$ cat src/rtl/nfr_regs.vh
/*
  Constants of the fault reporter: timing, flag positions, state codes.
  Assumes inclusion by every design file of the fault reporter.
*/
`ifndef NFR_REGS_VH
`define NFR_REGS_VH

// ***********************************************
// Timing
// ***********************************************
`define NFR_CLK_HZ          25000000
`define NFR_PULSE_US        50
`define NFR_PULSE_CYC       ((`NFR_CLK_HZ / 1000000) * `NFR_PULSE_US)

// ***********************************************
// Status register bit positions
// ***********************************************
`define NFR_ST_LOW_SUPPLY   0
`define NFR_ST_SUPPLY_UV    1
`define NFR_ST_REFERENCE    2
`define NFR_ST_THERMAL_WARN 3
`define NFR_ST_OVERTEMP     4
`define NFR_ST_REG_OV       5
`define NFR_ST_POWER_FAULT  6
`define NFR_ST_ERROR        7
`define NFR_ST_OUTPUT       8
`define NFR_ST_CHECKSUM     9
`define NFR_ST_WIDTH        10

// ***********************************************
// Device states
// ***********************************************
`define NFR_STATE_NORMAL    2'h0
`define NFR_STATE_POR       2'h1
`define NFR_STATE_STARTUP   2'h2

`endif

$ cat src/rtl/nfr_pulse_timer.v
/*
  One-shot low pulse timer for the fault pin.
  Assumes a single clock, synchronous active-low reset, one-cycle triggers.
*/
`timescale 1ns/1ns
`include "nfr_regs.vh"

module nfr_pulse_timer #(
  parameter CYCLES = `NFR_PULSE_CYC,
  parameter CW     = 12
) (
  // Clock and reset
  input  wire i_clk_sys,
  input  wire i_rst_n,
  // Trigger and output
  input  wire i_trigger,
  output reg  o_active
);

  reg [CW-1:0] count;

  // A new trigger while running restarts the full width; pulses merge.
  always @(posedge i_clk_sys) begin
    if (!i_rst_n) begin
      count    <= {CW{1'b0}};
      o_active <= 1'b0;
    end else if (i_trigger) begin
      count    <= CYCLES[CW-1:0] - {{(CW-1){1'b0}}, 1'b1};
      o_active <= 1'b1;
    end else if (count != {CW{1'b0}}) begin
      count    <= count - {{(CW-1){1'b0}}, 1'b1};
    end else begin
      o_active <= 1'b0;
    end
  end

endmodule

$ cat src/rtl/nfr_fault_reporter.v
/*
  Fault aggregation and reporting for the normal operating state: flags,
  masks, fault pin pulse and constant-low drive, output shutdown, power state.
  Assumes analog detections arrive as levels from other clock domains and are
  synchronised here; software reaches registers over a plain strobe port.
*/
`timescale 1ns/1ns
`include "nfr_regs.vh"

// Functional notes
// Masked LED faults set only the channel flag; unmasked add summary, error, pulse.
// Battery or regulator undervoltage enters power reset, sets flags, holds pin low.
// Regulator overvoltage sets its flag and error, holds pin low while present.
// Low supply warning sets its flag; unmasked also error and one pulse.
// Supply undervoltage turns outputs off, sets flags; unmasked holds pin low.
// Reference fault keeps outputs running, sets flag; unmasked holds pin low.
// Thermal warning sets flag only; unmasked also error and one pulse.
// First overtemperature turns outputs off, sets both thermal flags; unmasked holds pin.
// Second overtemperature kills regulator, sets power flags, holds pin, needs power clear.
// Open detection only with channel enabled, diagnostics on, pulse long enough.
// Open fault needs low headroom with supply above low threshold.
// Detections come from comparators, or from the ADC when auto scan is set. Low supply is always taken from the ADC input.
// Latched fault flags stay set until clear_error_flags is written.
// Controller clears power flags; startup only once all rails are good.
// The clear_error_flags bit returns to zero by itself.
// Masks gate only summary, error and pin; specific flags still set. Masks also gate the interrupt events.
// Pulse is timed by a cycle counter; constant-low wins over the pulse.
// One pulse per rising edge of a new unmasked pulse-type fault.
module nfr_fault_reporter #(
  parameter CH = 12
) (
  // Clock and reset
  input  wire          i_clk_sys,
  input  wire          i_rst_n,
  // Comparator detections
  input  wire          i_cmp_bat_uv,
  input  wire          i_cmp_reg_uv,
  input  wire          i_cmp_reg_ov,
  input  wire          i_cmp_supply_uv,
  input  wire          i_cmp_reference,
  input  wire          i_cmp_thermal_warn,
  input  wire          i_cmp_overtemp1,
  input  wire          i_cmp_overtemp2,
  input  wire [CH-1:0] i_cmp_open,
  // ADC detections
  input  wire          i_adc_low_supply,
  input  wire          i_adc_supply_uv,
  input  wire          i_adc_reference,
  input  wire          i_adc_thermal_warn,
  input  wire          i_adc_overtemp1,
  input  wire [CH-1:0] i_adc_open,
  input  wire          i_supply_above_low,
  // Per-channel diagnostics, checksum event and rails status from the same clock
  input  wire [CH-1:0] i_pwm_long_enough,
  input  wire [CH-1:0] i_short_event,
  input  wire [CH-1:0] i_sls_event,
  input  wire          i_checksum_event,
  input  wire          i_rails_good,
  // Configuration
  input  wire [CH-1:0] i_channel_enable,
  input  wire [CH-1:0] i_channel_diag_enable,
  input  wire          i_auto_scan_enable,
  input  wire          i_open_fault_mask,
  input  wire          i_short_fault_mask,
  input  wire          i_single_led_short_mask,
  input  wire          i_low_supply_mask,
  input  wire          i_supply_undervoltage_mask,
  input  wire          i_reference_fault_mask,
  input  wire          i_thermal_warning_mask,
  input  wire          i_overtemp_mask,
  input  wire          i_memory_checksum_mask,
  // Register port
  input  wire [3:0]    i_addr,
  input  wire [15:0]   i_wdata,
  input  wire          i_wr,
  input  wire          i_rd,
  output reg  [15:0]   o_rdata,
  // Fault and power outputs
  output reg           o_fault_out_pin_oe,
  output reg           o_outputs_off,
  output reg           o_regulator_off,
  output reg  [1:0]    o_state,
  output reg           o_irq
);

  // ***********************************************
  // Register map
  // ***********************************************
  localparam [3:0] A_STATUS   = 4'h0;
  localparam [3:0] A_OPEN     = 4'h1;
  localparam [3:0] A_SHORT    = 4'h2;
  localparam [3:0] A_SLS      = 4'h3;
  localparam [3:0] A_CONTROL  = 4'h4;
  localparam [3:0] A_IRQ_STAT = 4'h5;
  localparam [3:0] A_IRQ_MASK = 4'h6;
  localparam [3:0] A_STATE    = 4'h7;
  localparam       CTL_CLEAR_ERROR_FLAGS = 0;
  localparam       CTL_CLEAR_POWER_FAULT = 1;
  localparam       NI          = 4;

  // ***********************************************
  // Input synchronisers
  // ***********************************************
  localparam NS = 14 + 2 * CH;
  wire [NS-1:0] raw_in = {i_cmp_bat_uv, i_cmp_reg_uv, i_cmp_reg_ov, i_cmp_supply_uv, i_cmp_reference,
                          i_cmp_thermal_warn, i_cmp_overtemp1, i_cmp_overtemp2, i_adc_low_supply,
                          i_adc_supply_uv, i_adc_reference, i_adc_thermal_warn, i_adc_overtemp1,
                          i_supply_above_low, i_cmp_open, i_adc_open};
  reg  [NS-1:0] sy1;
  reg  [NS-1:0] sy2;
  reg  [NS-1:0] sy3;
  reg  [NS-1:0] clean;

  // A level is accepted only once the second and third stages agree.
  genvar g;
  generate
    for (g = 0; g < NS; g = g + 1) begin : g_sync
      always @(posedge i_clk_sys) begin
        if (!i_rst_n) begin
          sy1[g]   <= 1'b0;
          sy2[g]   <= 1'b0;
          sy3[g]   <= 1'b0;
          clean[g] <= 1'b0;
        end else begin
          sy1[g] <= raw_in[g];
          sy2[g] <= sy1[g];
          sy3[g] <= sy2[g];
          if (sy2[g] == sy3[g]) begin
            clean[g] <= sy3[g];
          end
        end
      end
    end
  endgenerate

  wire [CH-1:0] s_adc_open   = clean[CH-1:0];
  wire [CH-1:0] s_cmp_open   = clean[2*CH-1:CH];
  wire          s_above_low  = clean[2*CH];
  wire          s_adc_ot1    = clean[2*CH+1];
  wire          s_adc_tw     = clean[2*CH+2];
  wire          s_adc_ref    = clean[2*CH+3];
  wire          s_adc_uv     = clean[2*CH+4];
  wire          s_low_supply = clean[2*CH+5];
  wire          s_ot2        = clean[2*CH+6];
  wire          s_cmp_ot1    = clean[2*CH+7];
  wire          s_cmp_tw     = clean[2*CH+8];
  wire          s_cmp_ref    = clean[2*CH+9];
  wire          s_cmp_uv     = clean[2*CH+10];
  wire          s_reg_ov     = clean[2*CH+11];
  wire          s_reg_uv     = clean[2*CH+12];
  wire          s_bat_uv     = clean[2*CH+13];

  // ***********************************************
  // Detection sources
  // ***********************************************
  function pick;
    input sel_adc;
    input cmp_v;
    input adc_v;
    begin
      pick = sel_adc ? adc_v : cmp_v;
    end
  endfunction

  wire          det_uv  = pick(i_auto_scan_enable, s_cmp_uv, s_adc_uv);
  wire          det_ref = pick(i_auto_scan_enable, s_cmp_ref, s_adc_ref);
  wire          det_tw  = pick(i_auto_scan_enable, s_cmp_tw, s_adc_tw);
  wire          det_ot1 = pick(i_auto_scan_enable, s_cmp_ot1, s_adc_ot1);
  wire          det_por = s_bat_uv | s_reg_uv | s_ot2;
  wire [CH-1:0] open_src  = i_auto_scan_enable ? s_adc_open : s_cmp_open;
  wire [CH-1:0] det_open  = open_src & i_channel_enable & i_channel_diag_enable
                            & i_pwm_long_enough & {CH{s_above_low}};
  wire [CH-1:0] diag_ok   = i_channel_enable & i_channel_diag_enable;
  wire [CH-1:0] det_short = i_short_event & diag_ok & i_pwm_long_enough;
  wire [CH-1:0] det_sls   = i_sls_event & diag_ok;

  // ***********************************************
  // Flags and state
  // ***********************************************
  reg  [`NFR_ST_WIDTH-1:0] status;
  reg  [CH-1:0]            open_flag;
  reg  [CH-1:0]            short_flag;
  reg  [CH-1:0]            sls_flag;
  reg  [1:0]               state;
  reg  [1:0]               control;
  reg  [NI-1:0]            irq_stat;
  reg  [NI-1:0]            irq_mask;
  reg                      prev_tw;
  reg                      prev_low;
  reg                      prev_chk;
  reg  [CH-1:0]            prev_open;
  reg  [CH-1:0]            prev_short;
  reg  [CH-1:0]            prev_sls;

  wire clear_error_flags = i_wr && (i_addr == A_CONTROL) && i_wdata[CTL_CLEAR_ERROR_FLAGS];
  wire clear_power_fault = i_wr && (i_addr == A_CONTROL) && i_wdata[CTL_CLEAR_POWER_FAULT];

  wire [CH-1:0] new_open  = det_open & ~prev_open;
  wire [CH-1:0] new_short = det_short & ~prev_short;
  wire [CH-1:0] new_sls   = det_sls & ~prev_sls;
  wire rise_tw  = det_tw & ~prev_tw;
  wire rise_low = s_low_supply & ~prev_low;
  wire rise_chk = i_checksum_event & ~prev_chk;

  wire led_rpt = (|new_open & ~i_open_fault_mask) | (|new_short & ~i_short_fault_mask)
                 | (|new_sls & ~i_single_led_short_mask);
  wire pulse_req = led_rpt | (rise_tw & ~i_thermal_warning_mask)
                   | (rise_low & ~i_low_supply_mask) | (rise_chk & ~i_memory_checksum_mask);
  wire uv_rpt  = det_uv & ~i_supply_undervoltage_mask;
  wire ref_rpt = det_ref & ~i_reference_fault_mask;
  wire ot_rpt  = det_ot1 & ~i_overtemp_mask;
  wire hold_low = (state == `NFR_STATE_POR) | s_reg_ov | uv_rpt | ref_rpt | ot_rpt;
  wire err_set  = pulse_req | hold_low;

  wire [`NFR_ST_WIDTH-1:0] set_bits;
  assign set_bits[`NFR_ST_LOW_SUPPLY]   = s_low_supply | det_uv;
  assign set_bits[`NFR_ST_SUPPLY_UV]    = det_uv;
  assign set_bits[`NFR_ST_REFERENCE]    = det_ref;
  assign set_bits[`NFR_ST_THERMAL_WARN] = det_tw | det_ot1;
  assign set_bits[`NFR_ST_OVERTEMP]     = det_ot1;
  assign set_bits[`NFR_ST_REG_OV]       = s_reg_ov;
  assign set_bits[`NFR_ST_POWER_FAULT]  = det_por;
  assign set_bits[`NFR_ST_ERROR]        = err_set;
  assign set_bits[`NFR_ST_OUTPUT]       = led_rpt;
  assign set_bits[`NFR_ST_CHECKSUM]     = i_checksum_event;

  // Power flags survive the error clear; only the power clear drops them.
  wire [`NFR_ST_WIDTH-1:0] err_clr_bits = {`NFR_ST_WIDTH{clear_error_flags}}
                             & ~(10'h1 << `NFR_ST_POWER_FAULT)
                             & ~((10'h1 << `NFR_ST_ERROR) & {`NFR_ST_WIDTH{status[`NFR_ST_POWER_FAULT]}});
  wire [`NFR_ST_WIDTH-1:0] por_clr_bits = {`NFR_ST_WIDTH{clear_power_fault}}
                             & ((10'h1 << `NFR_ST_POWER_FAULT) | (10'h1 << `NFR_ST_ERROR));
  wire [`NFR_ST_WIDTH-1:0] next_status = (status & ~(err_clr_bits | por_clr_bits)) | set_bits;

  reg           prev_por_ev;
  reg           prev_hold;
  wire [NI-1:0] ev = {det_por & ~prev_por_ev, |(det_open | det_short | det_sls) & led_rpt,
                      hold_low & ~prev_hold, pulse_req};

  always @(posedge i_clk_sys) begin
    if (!i_rst_n) begin
      status      <= {`NFR_ST_WIDTH{1'b0}};
      open_flag   <= {CH{1'b0}};
      short_flag  <= {CH{1'b0}};
      sls_flag    <= {CH{1'b0}};
      state       <= `NFR_STATE_NORMAL;
      control     <= 2'h0;
      irq_stat    <= {NI{1'b0}};
      irq_mask    <= {NI{1'b0}};
      prev_tw     <= 1'b0;
      prev_low    <= 1'b0;
      prev_chk    <= 1'b0;
      prev_open   <= {CH{1'b0}};
      prev_short  <= {CH{1'b0}};
      prev_sls    <= {CH{1'b0}};
      prev_por_ev <= 1'b0;
      prev_hold   <= 1'b0;
    end else begin
      status     <= next_status;
      open_flag  <= (open_flag & ~{CH{clear_error_flags}}) | det_open;
      short_flag <= (short_flag & ~{CH{clear_error_flags}}) | det_short;
      sls_flag   <= (sls_flag & ~{CH{clear_error_flags}}) | det_sls;
      prev_tw     <= det_tw;
      prev_low    <= s_low_supply;
      prev_chk    <= i_checksum_event;
      prev_open   <= det_open;
      prev_short  <= det_short;
      prev_sls    <= det_sls;
      prev_por_ev <= det_por;
      prev_hold   <= hold_low;
      // Command bits are write-only pulses and read back as zero.
      control <= 2'h0;
      irq_stat <= (irq_stat & ~((i_wr && i_addr == A_IRQ_STAT) ? i_wdata[NI-1:0] : {NI{1'b0}})) | ev;
      if (i_wr && i_addr == A_IRQ_MASK) begin
        irq_mask <= i_wdata[NI-1:0];
      end
      case (state)
        `NFR_STATE_NORMAL: begin
          if (det_por) begin
            state <= `NFR_STATE_POR;
          end
        end
        `NFR_STATE_POR: begin
          if (!det_por && i_rails_good) begin
            state <= `NFR_STATE_STARTUP;
          end
        end
        `NFR_STATE_STARTUP: begin
          if (det_por) begin
            state <= `NFR_STATE_POR;
          end else begin
            state <= `NFR_STATE_NORMAL;
          end
        end
        default: begin
          state <= `NFR_STATE_POR;
        end
      endcase
    end
  end

  // ***********************************************
  // Fault pin
  // ***********************************************
  wire pulse_active;

  nfr_pulse_timer #(
    .CYCLES (`NFR_PULSE_CYC),
    .CW     (12)
  ) u_pulse (
    .i_clk_sys (i_clk_sys),
    .i_rst_n   (i_rst_n),
    .i_trigger (pulse_req),
    .o_active  (pulse_active)
  );

  always @(posedge i_clk_sys) begin
    if (!i_rst_n) begin
      o_fault_out_pin_oe <= 1'b0;
      o_outputs_off      <= 1'b0;
      o_regulator_off    <= 1'b0;
      o_state            <= `NFR_STATE_NORMAL;
      o_irq              <= 1'b0;
    end else begin
      // Constant-low conditions override the timed pulse.
      o_fault_out_pin_oe <= hold_low ? 1'b1 : pulse_active;
      o_outputs_off      <= det_uv | det_ot1 | (state != `NFR_STATE_NORMAL);
      o_regulator_off    <= s_ot2;
      o_state            <= state;
      o_irq              <= |(irq_stat & irq_mask);
    end
  end

  // ***********************************************
  // Register read
  // ***********************************************
  always @(posedge i_clk_sys) begin
    if (!i_rst_n) begin
      o_rdata <= 16'h0000;
    end else if (i_rd) begin
      case (i_addr)
        A_STATUS:   o_rdata <= {{(16-`NFR_ST_WIDTH){1'b0}}, status};
        A_OPEN:     o_rdata <= {{(16-CH){1'b0}}, open_flag};
        A_SHORT:    o_rdata <= {{(16-CH){1'b0}}, short_flag};
        A_SLS:      o_rdata <= {{(16-CH){1'b0}}, sls_flag};
        A_CONTROL:  o_rdata <= {14'h0000, control};
        A_IRQ_STAT: o_rdata <= {{(16-NI){1'b0}}, irq_stat};
        A_IRQ_MASK: o_rdata <= {{(16-NI){1'b0}}, irq_mask};
        A_STATE:    o_rdata <= {14'h0000, state};
        default:    o_rdata <= 16'h0000;
      endcase
    end else begin
      o_rdata <= 16'h0000;
    end
  end

endmodule

$ cat config.mk
export PLATFORM = sky130hd
export DESIGN_NAME = nfr_fault_reporter
export DESIGN_NICKNAME = d
export VERILOG_FILES = /design/src/rtl/nfr_pulse_timer.v /design/src/rtl/nfr_fault_reporter.v
export VERILOG_INCLUDE_DIRS = /design/src /design/src/rtl
export SDC_FILE = /design/constraint.sdc
export NUM_CORES = 1
export LEC_CHECK = 0
export ABC_AREA = 1
export BUFFER_PORTS_ARGS = -buffer_cell sky130_fd_sc_hd__buf_2
export CORE_AREA = 2 2 137 192
export CTS_CLUSTER_SIZE = 10
export DETAILED_ROUTE_END_ITERATION = 6
export DIE_AREA = 0 0 139 194
export PLACE_DENSITY = 0.68
export SYNTH_ARGS = -nofsm -noshare
export SYNTH_HDL_FRONTEND = slang
export SYNTH_SLANG_ARGS = --single-unit
$ cat constraint.sdc
create_clock -name i_clk_sys -period 1.92 [get_ports i_clk_sys]
set_input_delay 0.288 -clock i_clk_sys [delete_from_list [all_inputs] [get_ports i_clk_sys]]
set_output_delay 0.288 -clock i_clk_sys [all_outputs]
set_load 0.03 [all_outputs]
# ---- After elaboration in Yosys (flattened, before gate mapping)
# Index checks and enable logic that the tools add are counted.
dict set report op_classes {
  eq_ne 50
  n_addsub 1
  reduce_logical 20
  n_bitwise 79
  mux 16
}
# cell count
set ops {}
lappend ops {{$and A12 B12 Y12} 14}
lappend ops {{$pmux W12 S7} 1}
lappend ops {{$or A12 B12 Y12} 5}
lappend ops {{$not A12 Y12} 4}
lappend ops {{$reduce_or A12 Y1} 4}
lappend ops {{$eq A1 B1 Y1} 38}
lappend ops {{$mux W11} 2}
lappend ops {{$and A10 B10 Y10} 2}
lappend ops {{$eq A4 B3 Y1 const B} 4}
lappend ops {{$or A1 B1 Y1} 16}
lappend ops {{$and A1 B1 Y1} 15}
lappend ops {{$not A1 Y1} 15}
lappend ops {{$mux W12} 1}
lappend ops {{$reduce_bool A12 Y1} 1}
lappend ops {{$sub A12 B1 Y12 const B} 1}
lappend ops {{$not A10 Y10} 1}
lappend ops {{$not A8 Y10} 1}
lappend ops {{$or A10 B10 Y10} 1}
lappend ops {{$or A10 B8 Y10} 1}
lappend ops {{$and A4 B4 Y4} 2}
lappend ops {{$eq A4 B2 Y1 const B} 2}
lappend ops {{$mux W1} 8}
lappend ops {{$logic_and A1 B1 Y1} 6}
lappend ops {{$pmux W2 S3} 1}
lappend ops {{16 further kinds} 20}
dict set report totals {
  wordCells 342
  reg_bits 284
}

# ---- Logic depth before layout (Yosys ltp)
dict set report depth {
  ltp_word 15
  mapped_depth 13
  depth_no_buf 12
}

# ---- Modules after synthesis
# From an unflattened synthesis, not the netlist that was laid out.
dict set report unflattened {
  cells_unflattened 1321
  hier_area_um2 10102.2
}
# module area_each_um2 cells_each n_inst
set by_module_without_submodules {}
lappend by_module_without_submodules {nfr_fault_reporter 9412.8 1223 1}
lappend by_module_without_submodules {nfr_pulse_timer 689.4 98 1}

# ---- Worst setup path before layout
# OpenSTA, ideal clock, no wires.
dict set report synth_path {
  path_type {input to register}
  startpoint {input i_auto_scan_enable}
  endpoint {register irq_stat[0]}
  setup_slack_ps 459
  t_arrival_ps 1345
  setup_time_ps 115
  t_required_ps 1805
  path_buffers 2
  stages 8
  cell_sequence {buf_4 -> buf_6 -> mux2i_2 -> nor3_1 -> nor3_2 -> nand3_2 -> nand2_4 -> nand2_1}
}
dict set report synth_via {
  elab_chain_cells 14
  word_cells_on_any_way 17
  classes_between {mux: 2; bitwise: 14; reduce/logical: 1}
}
# item line
set synth_rtl {}
lappend synth_rtl {{start, declared} nfr_fault_reporter.v:62} ;# input wire i_auto_scan_enable,
lappend synth_rtl {{$mux W12} nfr_fault_reporter.v:170} ;# wire [CH-1:0] open_src = i_auto_scan_enable ? s_adc_open : s_cmp_open;
lappend synth_rtl {{$and A12 B12 Y12 (2 in a row)} nfr_fault_reporter.v:171} ;# wire [CH-1:0] det_open = open_src & i_channel_enable & i_channel_diag_enable
lappend synth_rtl {{$and A12 B12 Y12 (2 in a row)} nfr_fault_reporter.v:172} ;# & i_pwm_long_enough & {CH{s_above_low}};
lappend synth_rtl {{$and A12 B12 Y12} nfr_fault_reporter.v:198} ;# wire [CH-1:0] new_open = det_open & ~prev_open;
lappend synth_rtl {{$reduce_or A12 Y1} nfr_fault_reporter.v:205} ;# wire led_rpt = (|new_open & ~i_open_fault_mask) | (|new_short & ~i_short_fault_mask)
lappend synth_rtl {{$and A1 B1 Y1} nfr_fault_reporter.v:205}
lappend synth_rtl {{$or A1 B1 Y1} nfr_fault_reporter.v:205}
lappend synth_rtl {{$or A1 B1 Y1} nfr_fault_reporter.v:206} ;# | (|new_sls & ~i_single_led_short_mask);
lappend synth_rtl {{$or A1 B1 Y1 *} nfr_fault_reporter.v:207} ;# wire pulse_req = led_rpt | (rise_tw & ~i_thermal_warning_mask)
lappend synth_rtl {{$or A1 B1 Y1 * (2 in a row)} nfr_fault_reporter.v:208} ;# | (rise_low & ~i_low_supply_mask) | (rise_chk & ~i_memory_checksum_mask);
lappend synth_rtl {{$or A4 B4 Y4 *} nfr_fault_reporter.v:273} ;# irq_stat <= (irq_stat & ~((i_wr && i_addr == A_IRQ_STAT) ? i_wdata[NI-1:0] : {NI{1'b0}})) | ev;
lappend synth_rtl {{end signal, assigned} nfr_fault_reporter.v:248} ;# irq_stat <= {NI{1'b0}};
lappend synth_rtl {{end signal, assigned} nfr_fault_reporter.v:273}
lappend synth_rtl {{end, declared} nfr_fault_reporter.v:186} ;# reg [NI-1:0] irq_stat;
# Mark *: on every way between the ends. The rest lies on a longest branch, timed or not.
# A chain may end at the register's enable or synchronous reset.

# ---- Worst setup path after layout
dict set report layout_path {
  startpoint {register clean[24], in the netlist s_above_low}
  endpoint {register u_pulse.count[2]}
}
dict set report layout_via {
  elab_chain_cells 10
}
# item line
set layout_rtl {}
lappend layout_rtl {{start, declared} nfr_fault_reporter.v:112} ;# reg [NS-1:0] clean;
lappend layout_rtl {{start signal, assigned by index} nfr_fault_reporter.v:129} ;# clean[g] <= sy3[g];
lappend layout_rtl {{$and A12 B12 Y12} nfr_fault_reporter.v:172}
lappend layout_rtl {{$and A12 B12 Y12} nfr_fault_reporter.v:198}
lappend layout_rtl {{$reduce_or A12 Y1} nfr_fault_reporter.v:205}
lappend layout_rtl {{$and A1 B1 Y1} nfr_fault_reporter.v:205}
lappend layout_rtl {{$or A1 B1 Y1} nfr_fault_reporter.v:205}
lappend layout_rtl {{$or A1 B1 Y1} nfr_fault_reporter.v:206}
lappend layout_rtl {{$or A1 B1 Y1} nfr_fault_reporter.v:207}
lappend layout_rtl {{$or A1 B1 Y1 (2 in a row)} nfr_fault_reporter.v:208}
lappend layout_rtl {{$reduce_or A2 Y1 (no line)} -}
lappend layout_rtl {{end signal, assigned} nfr_pulse_timer.v:25} ;# count <= {CW{1'b0}};
lappend layout_rtl {{end signal, assigned} nfr_pulse_timer.v:28} ;# count <= CYCLES[CW-1:0] - {{(CW-1){1'b0}}, 1'b1};
lappend layout_rtl {{end signal, assigned} nfr_pulse_timer.v:31} ;# count <= count - {{(CW-1){1'b0}}, 1'b1};
lappend layout_rtl {{end, declared} nfr_pulse_timer.v:20} ;# reg [CW-1:0] count;
# Every way passes these cells.

==> results.json <==
{
  "floorplan.initialDensity_pct": 39.5,
  "gr-usage-met1_pct": 18.8,
  "clock_latency_on_the_worst_skew_pair_ns": 0.51,
  "clk_pin_slew_worst_paths_ns": 0.05,
  "leakagePower_nw": 6.16,
  "vdd_drop_max_v": 0.000567,
  "mappedNetlistArea_mm2": 0.00996,
  "timing_worst_slew_pin_value_ns": 0.493,
  "cts_buffer_depth": 3,
  "drive_gt1_share_pct": 13.5,
  "area.sequential_mm2": 0.00561,
  "globalRoute.busiestLayer": "met2",
  "num_ports": 156,
  "cts_resized": 0,
  "rrSetupSlack_ns": 0.26,
  "gr-usage-all-layers_pct": 15.8,
  "cts_tree": "yes",
  "critPathMostFrequentCell": "sky130_fd_sc_hd__nor2_1",
  "clock-sinks": 280,
  "clockPowerShare_pct": 44.0,
  "netlist-cell-type-count": 45,
  "antenna_left": 0,
  "grt_setup_unrepaired": "false",
  "clock_tree.root_cell": "sky130_fd_sc_hd__clkbuf_16",
  "crit_slowest_cell": "sky130_fd_sc_hd__dfxtp_1",
  "worstHoldEndpoint": "sy1[15]",
  "reg2reg_from": "s_above_low",
  "sequential_power_share_pct": 49.3,
  "multi_input_area_mm2": 0.00330,
  "die_height_um": 194,
  "crit_required_ns": 2.31,
  "synth.avg_cell_area_um2": 7.67,
  "whs_path_depth": 3,
  "timing_hold_violations_final": 0,
  "criticalPathCategory": "register to register",
  "place.detailed.hpwl_um": 15400,
  "yosys_register_bits": 280,
  "setup_viol_count_final": 0,
  "period_needed_ns": 1.66,
  "number_of_vias_after_detailed_routing": 8059,
  "maxcap_violations": 0,
  "worstPathMaxFanout": 9,
  "timing.final.max_slew_violations": 0,
  "setup_tns_ns": 0,
  "crit_path_cell_trace": "buf_12, nand2_1, nor2_1, nand3b_1, nand2_1, nor2_1, nand3_1, nand2_2, nand4_4, nor2_1",
  "synthArstFlopShare_pct": 0,
  "grt_antenna_before_repair": 1,
  "grt_remaining_overflow": 0,
  "synth_area_leaders": "sky130_fd_sc_hd__dfxtp_1 (56%), sky130_fd_sc_hd__nand2_1 (13%), sky130_fd_sc_hd__inv_1 (8.5%)",
  "gr-usage-met3_pct": 2.74,
  "detail_route.wl_per_cell_um": 11.7,
  "count_of_input_and_output_buffers": 139,
  "fillerInstances": 2434,
  "layout-area-overhead-vs-synth_pct": 23.7,
  "drt-vias-per-instance": 4.46,
  "cp-start-kind": "register",
  "drc": 0,
  "htreeDepth": 2,
  "maxClockFrequency_mhz": 602,
  "hold_class": "primary input to register",
  "floorplan.rows": 69,
  "timing.critical_path.to_type": "register",
  "holdCritStartpoint": "i_cmp_open[3]",
  "chipWidth_um": 139,
  "power.switching_w": 0.00284,
  "grt_max_degree": 57,
  "fin_skew_ns": 0.0174,
  "worst_path_largest_cell_delay_ns": 0.41,
  "synthDominantAreaCellType": "sky130_fd_sc_hd__dfxtp_1",
  "core_area_mm2": 0.0252,
  "grt_first_pass_wirelength_um": 35700,
  "postSynth.topFlopCell": "sky130_fd_sc_hd__dfxtp_1",
  "first_global_vias": 7781,
  "drt_first_iter_violations": 425,
  "grt_met2_use_pct": 28.0,
  "final_nets": 1617,
  "synth_edf_count": 0,
  "detail_route.wirelength_um": 21200,
  "relative_slew_margins_pct": 66.2,
  "cell_internal_pwr_w": 0.00958,
  "r2r.worst_path.cells": 10,
  "fp.dieArea_mm2": 0.0270,
  "netlist_instances": 1298,
  "gpl.final_weighted_congestion": 0.847,
  "power.share.combinational_pct": 6.7,
  "drt-pass1-iter-count": 5,
  "post-synth-top-area-fraction_pct": 56.3,
  "yosys_warnings": 0,
  "power_switching_share_pct": 22.8,
  "run_status": "finished, final reports clean",
  "cts_inserted_buffers": 34,
  "post-place-ws_ns": 0.166,
  "final.setup.worst_slack_ns": 0.258,
  "cellPowerDensity_mw_per_mm2": 1010,
  "critical_path_at_ns": 2.05,
  "layout_worst_path_cycle_share_pct": 86.5,
  "yosysSeqAreaShare_pct": 56.3,
  "critical_path.reg2reg.endpoint": "u_pulse.count[2]"
}
sequential cells by signal, summed over array words and instances (netlist names), 2 cells and up:
signal / flops
sy2: 38
u_pulse.count: 12
short_flag: 12
sy1: 38
sls_flag: 12
clean: 24
irq_stat: 4
irq_mask: 4
o_rdata: 12
prev_open: 12
prev_sls: 12
prev_short: 12
status: 10
o_state: 2
state: 2
sy3: 38
open_flag: 12
power by group through the flow:
stage                     registers [W]  logic (W)  clock network (W)
final                           0.00612   0.000830            0.00546
after global routing            0.00614   0.000963            0.00586
after global placement          0.00624   0.000758                  0
after detailed placement        0.00624   0.000779                  0
after floorplan                 0.00622   0.000512                  0
after CTS                       0.00612   0.000838            0.00560
metal layers:
metal | wire length, um | vias to the layer above
met5 | 0 | -
met4 | 865 | 0
met3 | 1020 | 55
met2 | 10200 | 175
met1 | 9100 | 3546
li1 | - | 4283
metrics by stage:
stage          instance area [um2]  total power (W)  hold slack [ns]  util (%)  std cells
3_3_place_gp                 11000          0.00699            0.392      43.7       1728
2_1_floorplan                 9970          0.00673            0.386         -       1301
3_5_place_dp                 11000          0.00702            0.398      43.7       1728
6_report                     12300           0.0124           0.0238      48.9       1806
5_1_grt                      12300           0.0130           0.0241      48.9       1805
4_1_cts                      12300           0.0126           0.0285      48.9       1805
worst max path at each step:
stage,from,end,depth (start not counted)
detailed placement,i_auto_scan_enable,u_pulse.count[0],12
finish,s_above_low,u_pulse.count[2],10
CTS,s_above_low,u_pulse.count[0],11
global placement,i_addr[1],status[8],10
global route,s_above_low,irq_stat[0],11
floorplan,i_auto_scan_enable,irq_stat[0],8
cell usage in the layout, fill, tap and decap left out, types with 7 or more instances in the layout:
cell                            instances
sky130_fd_sc_hd__inv_1                226
sky130_fd_sc_hd__o21ai_0               54
sky130_fd_sc_hd__dlygate4sd3_1         37
sky130_fd_sc_hd__a21oi_1               85
sky130_fd_sc_hd__buf_2                138
sky130_fd_sc_hd__nand3_1               24
sky130_fd_sc_hd__nor2_1               160
sky130_fd_sc_hd__a221oi_1               7
sky130_fd_sc_hd__nand3b_1              13
sky130_fd_sc_hd__dfxtp_1              280
sky130_fd_sc_hd__buf_4                  9
sky130_fd_sc_hd__nand2_1              351
sky130_fd_sc_hd__clkbuf_16             34
Yosys cell counts (2+ instances only):
library cell,number
sky130_fd_sc_hd__clkbuf_1,33
sky130_fd_sc_hd__nand3_1,24
sky130_fd_sc_hd__buf_2,3
sky130_fd_sc_hd__nand3b_1,13
sky130_fd_sc_hd__buf_6,2
sky130_fd_sc_hd__inv_2,3
sky130_fd_sc_hd__inv_1,226
sky130_fd_sc_hd__xor2_1,3
sky130_fd_sc_hd__dfxtp_1,280
sky130_fd_sc_hd__nor2_1,160
sky130_fd_sc_hd__a22o_1,6
sky130_fd_sc_hd__o21bai_1,2
sky130_fd_sc_hd__a21oi_1,85
sky130_fd_sc_hd__nand2_1,351
sky130_fd_sc_hd__o21a_1,2
sky130_fd_sc_hd__o21ai_0,54
sky130_fd_sc_hd__nor4_1,2
sky130_fd_sc_hd__a221oi_1,7
sky130_fd_sc_hd__a31oi_1,3
sky130_fd_sc_hd__buf_4,5
sky130_fd_sc_hd__a211oi_1,4
sky130_fd_sc_hd__nor3_1,6
sky130_fd_sc_hd__o211ai_1,2
layout make-up:
cell class / instances / share of cell area, %
flip-flops and latches: 280 / 45.5
multi-input cells: 748 / 26.8
repair buffers: 189 / 9.97
inverters: 229 / 6.98
clock buffers: 36 / 6.97
well taps: 319 / 3.24
clock inverters: 4 / 0.528
diodes: 1 / 0.0203
critical path, delay by kind of cell, from the launching register on:
| family | cells | cell delay [ns] |
|---|---|---|
| buffers and inverters | 1 | 0.16 |
| flip-flops | 1 | 0.41 |
| AND/OR/NAND/NOR | 9 | 0.96 |
what timing repair did:
action | in CTS | in global routing
hold endpoints to repair | 37 | 0
buffers inserted | 0 | 0
hold buffers | 37 | 0
logic make-up after synthesis:
kind of cell	Yosys count	synth area share, %
AO/OA/AOI/OAI	171	9.52
XOR/XNOR	4	0.352
adder cells (fa/ha/maj)	1	0.126
buffers and inverters	273	10.7
flip-flops	280	56.3
multiplexers	2	0.239
other	1	0.0376
AND/OR/NAND/NOR	566	22.8
No activity file was read; power rests on OpenSTA's default activity.
